==> src/core/bridge_defs.svh <==
// Functional notes
// - Send Assert_INTx when the first mapped line of a wire activates, Deassert_INTx when its last active line releases.
// - Merge all secondary interrupt pins into four upstream virtual wires A to D.
// - Virtual wire index is pin index plus source device number, modulo four.
// - Initial flow control credits are advertised only once the link is up.
// - Posted credits: header 04h, data 20h.
// - Non-posted credits: header 04h, data 04h.
// - Completion credits: header 08h, data 20h.
// - Type 1 request with bus above primary, up to secondary, and device 0 to 5 becomes a Type 0 cycle.
// - Type 0 address: function in 10:8, register in 7:2, bits 1:0 zero.
// - Device number n drives only address bit 16+n high as IDSEL.
`ifndef BRIDGE_DEFS_SVH
`define BRIDGE_DEFS_SVH

// Interrupt merging
`define NUM_WIRES 4
`define PINS_PER_SLOT 4

// Initial flow control credit values
`define FC_PH 8'h04
`define FC_PD 12'h020
`define FC_NPH 8'h04
`define FC_NPD 12'h004
`define FC_CPLH 8'h08
`define FC_CPLD 12'h020
`define FC_HDR_W 8
`define FC_DATA_W 12

// Type 0 address phase layout
`define T0_IDSEL_MSB 31
`define T0_IDSEL_LSB 16
`define T0_RSVD_MSB 15
`define T0_RSVD_LSB 11
`define T0_FUNC_MSB 10
`define T0_FUNC_LSB 8
`define T0_REG_MSB 7
`define T0_REG_LSB 2
`define T0_TYPE_MSB 1
`define T0_TYPE_LSB 0
`define IDSEL_ONE 16'h0001
`define MAX_IDSEL_DEV 5'h05
`define MAX_SLOTS 6

// Secondary bus commands
`define CMD_CFG_RD 4'hA
`define CMD_CFG_WR 4'hB

`endif

==> src/core/bridge_pkg.sv <==
package bridge_pkg;

  // Configuration translation states, Gray coded from idle to done; done back to idle flips both bits
  typedef enum logic [1:0] {
    CFG_IDLE = 2'b00,
    CFG_ISSUE = 2'b01,
    CFG_DONE = 2'b11
  } cfg_state_t;

endpackage

==> src/core/intx_vwire.sv <==
`timescale 1ns/1ps
`default_nettype none
module intx_vwire (
  input wire logic core_clk,
  input wire logic reset_n,
  input wire logic level,
  input wire logic grant,
  output logic pending,
  output logic reported
);

  typedef struct packed {
    logic reported;
  } vwire_state_t;

  vwire_state_t state_ff;
  vwire_state_t nxt_state;

  // Wire state as last told upstream; updated when its message is loaded
  always_comb
  begin
    nxt_state = state_ff;
    if (grant)
    begin
      nxt_state.reported = level;
    end
  end

  always_ff @(posedge core_clk or negedge reset_n)
  begin
    if (!reset_n)
    begin
      state_ff <= '0;
    end
    else
    begin
      state_ff <= nxt_state;
    end
  end

  // A difference between the merged level and the told level is an edge still owed
  assign pending = level != state_ff.reported;
  assign reported = state_ff.reported;
endmodule
`default_nettype wire

==> src/core/pcie_pci_bridge_intx_cfg_map.sv <==
`timescale 1ns/1ps
`default_nettype none
`include "bridge_defs.svh"
module pcie_pci_bridge_intx_cfg_map #(
  parameter int NUM_SLOTS = 5
) (
  input wire logic core_clk,
  input wire logic reset_n,
  // Secondary INTA#..INTD# per slot, slot s at bits 4s+3..4s, active low pins
  input wire logic [NUM_SLOTS*`PINS_PER_SLOT-1:0] intPin_n,
  // Upstream INTx message port
  output logic msgValid,
  input wire logic msgReady,
  output logic msgAssert,
  output logic [1:0] msgWire,
  // Link status and credit advertisement
  input wire logic linkUp,
  output logic fcValid,
  output logic fcAdvertise,
  output logic [`FC_HDR_W-1:0] fcPh,
  output logic [`FC_DATA_W-1:0] fcPd,
  output logic [`FC_HDR_W-1:0] fcNph,
  output logic [`FC_DATA_W-1:0] fcNpd,
  output logic [`FC_HDR_W-1:0] fcCplh,
  output logic [`FC_DATA_W-1:0] fcCpld,
  // Bus number window
  input wire logic [7:0] priBusNum,
  input wire logic [7:0] secBusNum,
  // Upstream Type 1 configuration request
  input wire logic cfgReqValid,
  output logic cfgReqReady,
  input wire logic cfgReqWrite,
  input wire logic [7:0] cfgReqBus,
  input wire logic [4:0] cfgReqDev,
  input wire logic [2:0] cfgReqFunc,
  input wire logic [5:0] cfgReqReg,
  output logic cfgReject,
  // Secondary Type 0 configuration cycle
  output logic cycValid,
  input wire logic cycReady,
  output logic [31:0] cycAddr,
  output logic [3:0] cycCmd,
  output logic cfgDone
);
  import bridge_pkg::*;

  localparam int PIN_W = NUM_SLOTS * `PINS_PER_SLOT;

  // Slot s carries device number s, and IDSEL only reaches device 5
  if (NUM_SLOTS < 1 || NUM_SLOTS > `MAX_SLOTS)
  begin : g_bad_slots
    $error("NUM_SLOTS must lie between 1 and 6");
  end

  typedef struct packed {
    logic [PIN_W-1:0] pinMeta;
    logic [PIN_W-1:0] pinSync;
    logic msgValid;
    logic msgAssert;
    logic [1:0] msgWire;
    logic fcValid;
    logic fcAdvertise;
    logic [`FC_HDR_W-1:0] fcPh;
    logic [`FC_DATA_W-1:0] fcPd;
    logic [`FC_HDR_W-1:0] fcNph;
    logic [`FC_DATA_W-1:0] fcNpd;
    logic [`FC_HDR_W-1:0] fcCplh;
    logic [`FC_DATA_W-1:0] fcCpld;
    cfg_state_t cfgState;
    logic [31:0] cycAddr;
    logic [3:0] cycCmd;
    logic cfgReject;
  } bridge_state_t;

  bridge_state_t state_ff;
  bridge_state_t nxt_state;

  logic [`NUM_WIRES-1:0] merged;
  logic [`NUM_WIRES-1:0] pending;
  logic [`NUM_WIRES-1:0] reported;
  logic [`NUM_WIRES-1:0] grant;
  logic msgSlot;
  logic busInRange;
  logic devHasIdsel;
  logic [15:0] idsel;

  // Virtual wire = OR of every pin whose rotated index lands on it
  always_comb
  begin
    merged = '0;
    for (int v = 0; v < `NUM_WIRES; v++)
    begin
      for (int s = 0; s < NUM_SLOTS; s++)
      begin
        for (int p = 0; p < `PINS_PER_SLOT; p++)
        begin
          if (((p + s) % `NUM_WIRES) == v)
          begin
            merged[v] = merged[v] | ~state_ff.pinSync[s*`PINS_PER_SLOT+p];
          end
        end
      end
    end
  end

  // One tracker per virtual wire remembers what upstream was last told
  for (genvar w = 0; w < `NUM_WIRES; w++)
  begin : g_wire
    intx_vwire u_wire (
      .core_clk(core_clk),
      .reset_n(reset_n),
      .level(merged[w]),
      .grant(grant[w]),
      .pending(pending[w]),
      .reported(reported[w])
    );
  end

  // Message slot frees when empty or when upstream takes the held one
  assign msgSlot = !state_ff.msgValid || msgReady;

  // Request qualification; bus equal to the primary is the bridge itself
  assign busInRange = (cfgReqBus > priBusNum) && (cfgReqBus <= secBusNum);
  assign devHasIdsel = cfgReqDev <= `MAX_IDSEL_DEV;
  assign idsel = `IDSEL_ONE << cfgReqDev;

  // Next-state logic for the whole block
  always_comb
  begin
    logic found;
    found = 1'b0;
    nxt_state = state_ff;
    grant = '0;

    // Two-stage synchroniser on the interrupt pins
    nxt_state.pinMeta = intPin_n;
    nxt_state.pinSync = state_ff.pinMeta;

    // Lowest owed wire wins; fixed priority is fair enough for four slow levels
    if (msgSlot)
    begin
      nxt_state.msgValid = 1'b0;
      for (int v = 0; v < `NUM_WIRES; v++)
      begin
        if (!found && pending[v])
        begin
          found = 1'b1;
          grant[v] = 1'b1;
          nxt_state.msgValid = 1'b1;
          nxt_state.msgWire = 2'(v);
          nxt_state.msgAssert = merged[v];
        end
      end
    end

    // Credits are held at zero until the link is up
    nxt_state.fcValid = linkUp;
    nxt_state.fcAdvertise = linkUp && !state_ff.fcValid;
    nxt_state.fcPh = linkUp ? `FC_PH : '0;
    nxt_state.fcPd = linkUp ? `FC_PD : '0;
    nxt_state.fcNph = linkUp ? `FC_NPH : '0;
    nxt_state.fcNpd = linkUp ? `FC_NPD : '0;
    nxt_state.fcCplh = linkUp ? `FC_CPLH : '0;
    nxt_state.fcCpld = linkUp ? `FC_CPLD : '0;

    // Configuration translation
    nxt_state.cfgReject = 1'b0;
    case (state_ff.cfgState)
      CFG_IDLE:
      begin
        if (cfgReqValid)
        begin
          if (busInRange && devHasIdsel)
          begin
            nxt_state.cfgState = CFG_ISSUE;
            nxt_state.cycAddr = '0;
            nxt_state.cycAddr[`T0_IDSEL_MSB:`T0_IDSEL_LSB] = idsel;
            nxt_state.cycAddr[`T0_FUNC_MSB:`T0_FUNC_LSB] = cfgReqFunc;
            nxt_state.cycAddr[`T0_REG_MSB:`T0_REG_LSB] = cfgReqReg;
            nxt_state.cycCmd = cfgReqWrite ? `CMD_CFG_WR : `CMD_CFG_RD;
          end
          else
          begin
            // Out of window or no IDSEL line for it: refused, not forwarded
            nxt_state.cfgReject = 1'b1;
          end
        end
      end
      CFG_ISSUE:
      begin
        if (cycReady)
        begin
          nxt_state.cfgState = CFG_DONE;
        end
      end
      CFG_DONE:
      begin
        nxt_state.cfgState = CFG_IDLE;
      end
      default:
      begin
        nxt_state.cfgState = CFG_IDLE;
      end
    endcase
  end

  // All state except the wire trackers' told levels in one register
  always_ff @(posedge core_clk or negedge reset_n)
  begin
    if (!reset_n)
    begin
      // Pins idle high, so the synchroniser resets released and no false edge follows reset
      state_ff <= '0;
      state_ff.pinMeta <= '1;
      state_ff.pinSync <= '1;
    end
    else
    begin
      state_ff <= nxt_state;
    end
  end

  // Outputs
  assign msgValid = state_ff.msgValid;
  assign msgAssert = state_ff.msgAssert;
  assign msgWire = state_ff.msgWire;
  assign fcValid = state_ff.fcValid;
  assign fcAdvertise = state_ff.fcAdvertise;
  assign fcPh = state_ff.fcPh;
  assign fcPd = state_ff.fcPd;
  assign fcNph = state_ff.fcNph;
  assign fcNpd = state_ff.fcNpd;
  assign fcCplh = state_ff.fcCplh;
  assign fcCpld = state_ff.fcCpld;
  assign cfgReqReady = state_ff.cfgState == CFG_IDLE;
  assign cycValid = state_ff.cfgState == CFG_ISSUE;
  assign cycAddr = state_ff.cycAddr;
  assign cycCmd = state_ff.cycCmd;
  assign cfgReject = state_ff.cfgReject;
  assign cfgDone = state_ff.cfgState == CFG_DONE;

  if (NUM_SLOTS > 1)
  begin : g_rot_chk

  end
  if (NUM_SLOTS > 3)
  begin : g_rot3_chk

  end
endmodule
`default_nettype wire

==> config.mk <==
export PLATFORM = sky130hd
export DESIGN_NAME = pcie_pci_bridge_intx_cfg_map
export DESIGN_NICKNAME = d
export VERILOG_FILES = /design/src/core/bridge_pkg.sv /design/src/core/intx_vwire.sv /design/src/core/pcie_pci_bridge_intx_cfg_map.sv
export VERILOG_INCLUDE_DIRS = /design/src /design/src/core
export SDC_FILE = /design/constraint.sdc
export NUM_CORES = 1
export LEC_CHECK = 0
export BUFFER_PORTS_ARGS = -buffer_cell sky130_fd_sc_hd__buf_2
export CORE_ASPECT_RATIO = 0.6
export CORE_MARGIN = 2
export CORE_UTILIZATION = 48
export CTS_CLUSTER_DIAMETER = 120
export DETAILED_ROUTE_END_ITERATION = 8
export PLACE_DENSITY = 0.88
export SYNTH_ARGS = -nofsm -noshare
export SYNTH_HDL_FRONTEND = slang
export SYNTH_SLANG_ARGS = --single-unit
==> constraint.sdc <==
create_clock -name core_clk -period 2.4 [get_ports core_clk]
set_input_delay 0.36 -clock core_clk [delete_from_list [all_inputs] [get_ports core_clk]]
set_output_delay 0.36 -clock core_clk [all_outputs]
set_load 0.01 [all_outputs]
# == Yosys cells after proc, flatten, opt, wreduce, memory -nomap -nowiden ==
# Cells that the tools add are included.
# word_totals
mem_bits_rw,0
latchBits,0
romBits,0
ff_bits,98
mem_count,0
output_inout_bits,106
# op_classes
bitwise,36
reduce_logical,17
n_addsub,0
eq_ne,9
muxes,25
div_mod_pow,0
magnitude_cmp,3
shifts,1
multipliers,0
# ops
cell,count
2-to-1 mux 39 bit,1
2-to-1 mux 38 bit,1
2-to-1 mux 4 bit,6
inverter 1 bit,20
bitwise OR 1 bit,16
"left shift 1 x 5 -> 16 bit, first input constant",1
2-to-1 mux 1 bit,12
greater-than comparator 8 bit,1
less-or-equal comparator 8 bit,1
logical AND 1 bit,6
2-to-1 mux 3 bit,2
2-to-1 mux 6 bit,1
AND reduction 3 bit,2
"less-or-equal comparator 5 x 3 -> 1 bit, second input constant",1
zero test 1 bit,5
inequality test 1 bit,4
"inequality test 2 x 1 -> 1 bit, second input constant",2
case mux 2 bit (2 select lines),1
nonzero test 4 bit,1
"equality test 2 x 1 -> 1 bit, second input constant",1
"equality test 2 bit, second input constant",1
zero test 2 bit,1
2-to-1 mux 2 bit,1
"inequality test 2 bit, second input constant",1
2 further kinds,2

# == Longest topological paths before layout ==
# logic_depth
ltp_word,20
ltp_mapped,9

# == Cells and area by module ==
# Synthesis repeated with hierarchy kept, for this count alone.
# hier_totals
cells_unflattened,327
area_unflattened_um2,3907.5
# by_module_without_submodules
mod,instances,cells_each,area_each_um2
pcie_pci_bridge_intx_cfg_map,1,315,3712.3
intx_vwire,4,3,48.8

# == Worst setup path after synthesis ==
# OpenSTA, ideal clock, no wires.
# synth_timing
path_type,in2reg
startpoint,input secBusNum[1]
endpoint,register state_ff (netlist bit cycAddr[2])
arrival_ps,1982
setup_ps,125
n_path_buf,1
cell_stages,9
path_slack_ps,293
path_cell_list,inv_1 ha_1 nor2b_1 o21a_1 o21a_1 o211ai_2 nand4b_4 buf_6 mux2_4
# synth_between
elab_chain_len,4
# synth_rtl
element,line,source
"start, declared",pcie_pci_bridge_intx_cfg_map.sv:28,"input wire logic [7:0] secBusNum,"
less-or-equal comparator 8 bit,pcie_pci_bridge_intx_cfg_map.sv:123,assign busInRange = (cfgReqBus > priBusNum) && (cfgReqBus <= secBusNum);
logical AND 1 bit,pcie_pci_bridge_intx_cfg_map.sv:123,
logical AND 1 bit,pcie_pci_bridge_intx_cfg_map.sv:173,if (busInRange && devHasIdsel)
AND reduction 3 bit (no line),--,
"end signal, assigned",pcie_pci_bridge_intx_cfg_map.sv:219,state_ff <= nxt_state;
"end, declared",pcie_pci_bridge_intx_cfg_map.sv:75,bridge_state_t state_ff;
# No other way between the ends.
# A chain may end at the register's enable or synchronous reset.

# == Final worst setup path ==
# layout_timing
startpoint,register state_ff[115] (netlist bit)
endpoint,register state_ff (netlist bit msgAssert)
# layout_between
elab_chain_len,19
word_cells_on_any_way,23
classes_between,eq/ne (1); mux (10); bitwise (4); reduce/logical (8)
# layout_rtl
element,line,source
inverter 1 bit (*),pcie_pci_bridge_intx_cfg_map.sv:99,merged[v] = merged[v] | ~state_ff.pinSync[s*`PINS_PER_SLOT+p];
bitwise OR 1 bit (*) (3 in a row),pcie_pci_bridge_intx_cfg_map.sv:99,
via g_wire[0].u_wire.level,intx_vwire.sv:6,"input wire logic level,"
inequality test 1 bit,intx_vwire.sv:42,assign pending = level != state_ff.reported;
2-to-1 mux 1 bit,pcie_pci_bridge_intx_cfg_map.sv:145,if (!found && pending[v])
2-to-1 mux 1 bit,pcie_pci_bridge_intx_cfg_map.sv:140,if (msgSlot)
zero test 1 bit,pcie_pci_bridge_intx_cfg_map.sv:145,
logical AND 1 bit,pcie_pci_bridge_intx_cfg_map.sv:145,
(+2 left out),--,
zero test 1 bit,pcie_pci_bridge_intx_cfg_map.sv:145,
logical AND 1 bit,pcie_pci_bridge_intx_cfg_map.sv:145,
2-to-1 mux 1 bit,pcie_pci_bridge_intx_cfg_map.sv:145,
2-to-1 mux 1 bit,pcie_pci_bridge_intx_cfg_map.sv:140,
zero test 1 bit,pcie_pci_bridge_intx_cfg_map.sv:145,
logical AND 1 bit,pcie_pci_bridge_intx_cfg_map.sv:145,
nonzero test 4 bit (no line),--,
AND reduction 2 bit (no line),--,
# The timed path passes the listed nets; every way through them passes the cells marked *. The select of a mux whose other input is x is not followed.

==> metrics.txt <==
outcome=complete, no violations; root buf cell=clkbuf_16; initial antenna violation count=0; NetSw=0.001033 W; Worst EP required=2.61 ns; Final Util=55.86%; first-pass GRT wire length=10380 um; Slew HR=38.19%; ys flop type=dfstp_2; Synth Register Bits=80; Critical Path Fanout Max=9; Flop pwr share=44.1%; Achievable Freq=477.4 MHz; worst path arrival time=2.30 ns; die height=74.27 um; largest net degree at the start of global routing=81; DR vias=2320; worst slack at placement=0.08688 ns; hold_buf cts=0; clk slew on worst S/H paths=0.06 ns; Post-synth ARST share=100.0%; CTS tree=done; synth warn=0; clock buffer depth=2; Net Sw Frac=27.43%; Row Count=25; final worst-path cycle share=87.29%; combinational power share=20.9%; number of I/O pins=171; postcts setup bufs=0; ANT nets after route=0; number of setup violations in the final report=0; cells after synthesis=342; clock skew=0.007748 ns; crit path time final=2.095 ns; first drt pass iteration count=4; Unique masters post-synth=43; clock sinks=80; register area share after synthesis=51.95%; Crit-path slowest cell=dfstp_2; H-tree Lvls=3; endpoint class of the critical path=flop; ant diodes=0; Area Overhead vs Synth=11.91%; CTS Buf Count=9; IO buf count=108; final worst setup slack=0.3051 ns; RSZ-0062 raised after global routing=false; Max VDD drop=434.4 uV; vias in the first global route=2185; Crit Path Class=reg2reg; Tightest Pin Transition=0.9271 ns; WL/cell=12.00 um; EDFF count, synth=0; later-pin clock latency in the skew report=0.33 ns; Post-Syn Area=3950 sq um; Pins Over Slew Limit=0; Via density=4.345; fraction of layout cells with a size suffix above 1=43.19%; DIE WIDTH=121.1 um; Clk pwr share=35.0%; setup_tns=0 ns; crit-path cells=and3_1 > nand3_1 > ha_1 > o21ai_0 > a211o_1 > a22oi_1 > nor3_1; leak pwr=2.375 nW; grt ovf=0; DRT Wirelength=6406 um; First DRT Iteration DRCs=111; P per Cell Area=851.8 nW/um^2; CP startpoint kind=flop; Internal=0.002732 W; core area=7914 sq um; Synth Area per Inst=11.55 sq um; hold violation total from the final report=0; total of max-cap violations=0; Remaining DRCs=0; Total GRT Usage=15.19%; CTS resizes=0; Initial Utilization=49.91%; Die ar.=8994 sq um; Slowest Stage Delay on Critical Path=0.51 ns; Hold WC Path Type=in2reg; GPL Wtd Cong=0.9055; net count reported at finish=503; HPWL Detailed=4969 um
==> routing by layer <==
layer	track usage, %	wire [um]
met5	0	0
met4	6.331	16
met3	5.061	426
met2	23.91	3027
met1	19.64	2935
==> layout make-up <==
cell class | count | area (sq um)
fillers | 689 | 3493
flip-flops and latches | 80 | 2052
multi-input cells | 202 | 1297
repair buffers | 109 | 563.0
clock buffers | 12 | 267.8
well taps | 108 | 135.1
inverters | 19 | 71.32
clock inverters | 4 | 33.78
==> path summary, 6_finish.rpt <==
path / startpoint / end / slack [ns] / depth (start not counted)
max: state_ff[115]$_DFF_PN1_ / msgAssert$_DFFE_PN0P_ / 0.31 / 7
min: intPin_n[17] / nxt_state[122]$_DFF_PN1_ / 0.12 / 1
max reg2reg: state_ff[115]$_DFF_PN1_ / msgAssert$_DFFE_PN0P_ / 0.31 / 7
min reg2reg: nxt_state[108]$_DFF_PN1_ / state_ff[108]$_DFF_PN1_ / 0.35 / 0
max in group asynchronous: reset_n / cycAddr[8]$_DFFE_PN0P_ / 1.63 / 1
min in group asynchronous: reset_n / msgWire[1]$_DFFE_PN0P_ / 0.18 / 1
==> power by group through the flow <==
stage / registers [W] / logic, W / clock network (W)
6_report: 0.00166 / 0.000786 / 0.00132
5_1_grt: 0.00168 / 0.000878 / 0.00143
4_1_cts: 0.00166 / 0.000794 / 0.00137
3_5_place_dp: 0.00168 / 0.000795 / 0
3_3_place_gp: 0.00167 / 0.000769 / 0
2_1_floorplan: 0.00167 / 0.000713 / 0
==> synthesized netlist by cell type, types with 2 or more instances <==
cell,count,area share [%]
and2_1,12,1.9
clkbuf_1,3,0.29
nand4_1,5,0.79
ha_1,17,5.4
o21ai_0,6,0.76
nand2_1,10,0.95
dfrtp_1,40,25
mux2_2,8,2.3
mux2_4,8,3.0
nor2_1,16,1.5
o21a_1,3,0.57
and3_1,3,0.48
buf_4,98,19
nand3_1,4,0.51
nand2b_1,3,0.48
nor3_1,4,0.51
a211o_1,2,0.44
nor2b_1,5,0.79
a21o_1,2,0.38
dfstp_2,40,27
a31oi_1,2,0.32
inv_1,19,1.8
a21oi_1,12,1.5
==> stage by stage <==
| step | hold WS [ns] | total power, W | instances | instance area (sq um) |
|---|---|---|---|---|
| after detailed placement | 0.3468 | 0.002472 | 518 | 4119 |
| after global routing | 0.1057 | 0.003996 | 534 | 4420 |
| final | 0.1244 | 0.003765 | 534 | 4420 |
| after floorplan | 0.06441 | 0.002382 | 403 | 4179 |
| after CTS | 0.1056 | 0.003827 | 534 | 4420 |
| after global placement | 0.3459 | 0.002440 | 518 | 4119 |
==> kinds of logic (layout without fill, tap and decap cells) <==
group	Yosys count	in the layout	synth area share, %
flip-flops	80	80	51.95
other	1	62	0.09494
adder cells (fa/ha/maj)	17	17	5.385
buffers and inverters	121	144	21.00
AND/OR/NAND/NOR	70	70	9.947
AO/OA/AOI/OAI	36	36	6.082
XOR/XNOR	1	1	0.2218
multiplexers	16	16	5.322
==> placed cells by master (no fill, tap or decap), types with 2 or more instances in the layout <==
cell / count
o21ai_0: 6
nand4_1: 5
nor2b_1: 5
dfrtp_1: 40
inv_1: 19
conb_1: 62
a21o_1: 2
buf_2: 107
nor3_1: 4
nor2_1: 16
mux2_4: 8
and2_1: 12
nand2_1: 10
nand2b_1: 3
a21oi_1: 12
o21a_1: 3
dfstp_2: 40
inv_6: 2
a31oi_1: 2
clkbuf_16: 10
and3_1: 3
a211o_1: 2
mux2_2: 8
ha_1: 17
nand3_1: 4
==> critical path: cells and delay by family, from the launching register on <==
family / cells / cell delay (ns)
simple gates: 3 / 0.36
fa+ha+maj: 1 / 0.45
compound gates: 3 / 0.66
flops: 1 / 0.51
==> sequential cells by signal, summed over array words and instances (netlist names) <==
| signal | cells |
|---|---|
| nxt_state | 20 |
| g_wire.u_wire.reported | 4 |
| cfgReject | 1 |
| state_ff | 22 |
| msgAssert | 1 |
| msgWire | 2 |
| msgValid | 1 |
| fcNpd | 1 |
| cycAddr | 25 |
| cycCmd | 2 |
| fcAdvertise | 1 |
(Power assumes the default switching activity.)
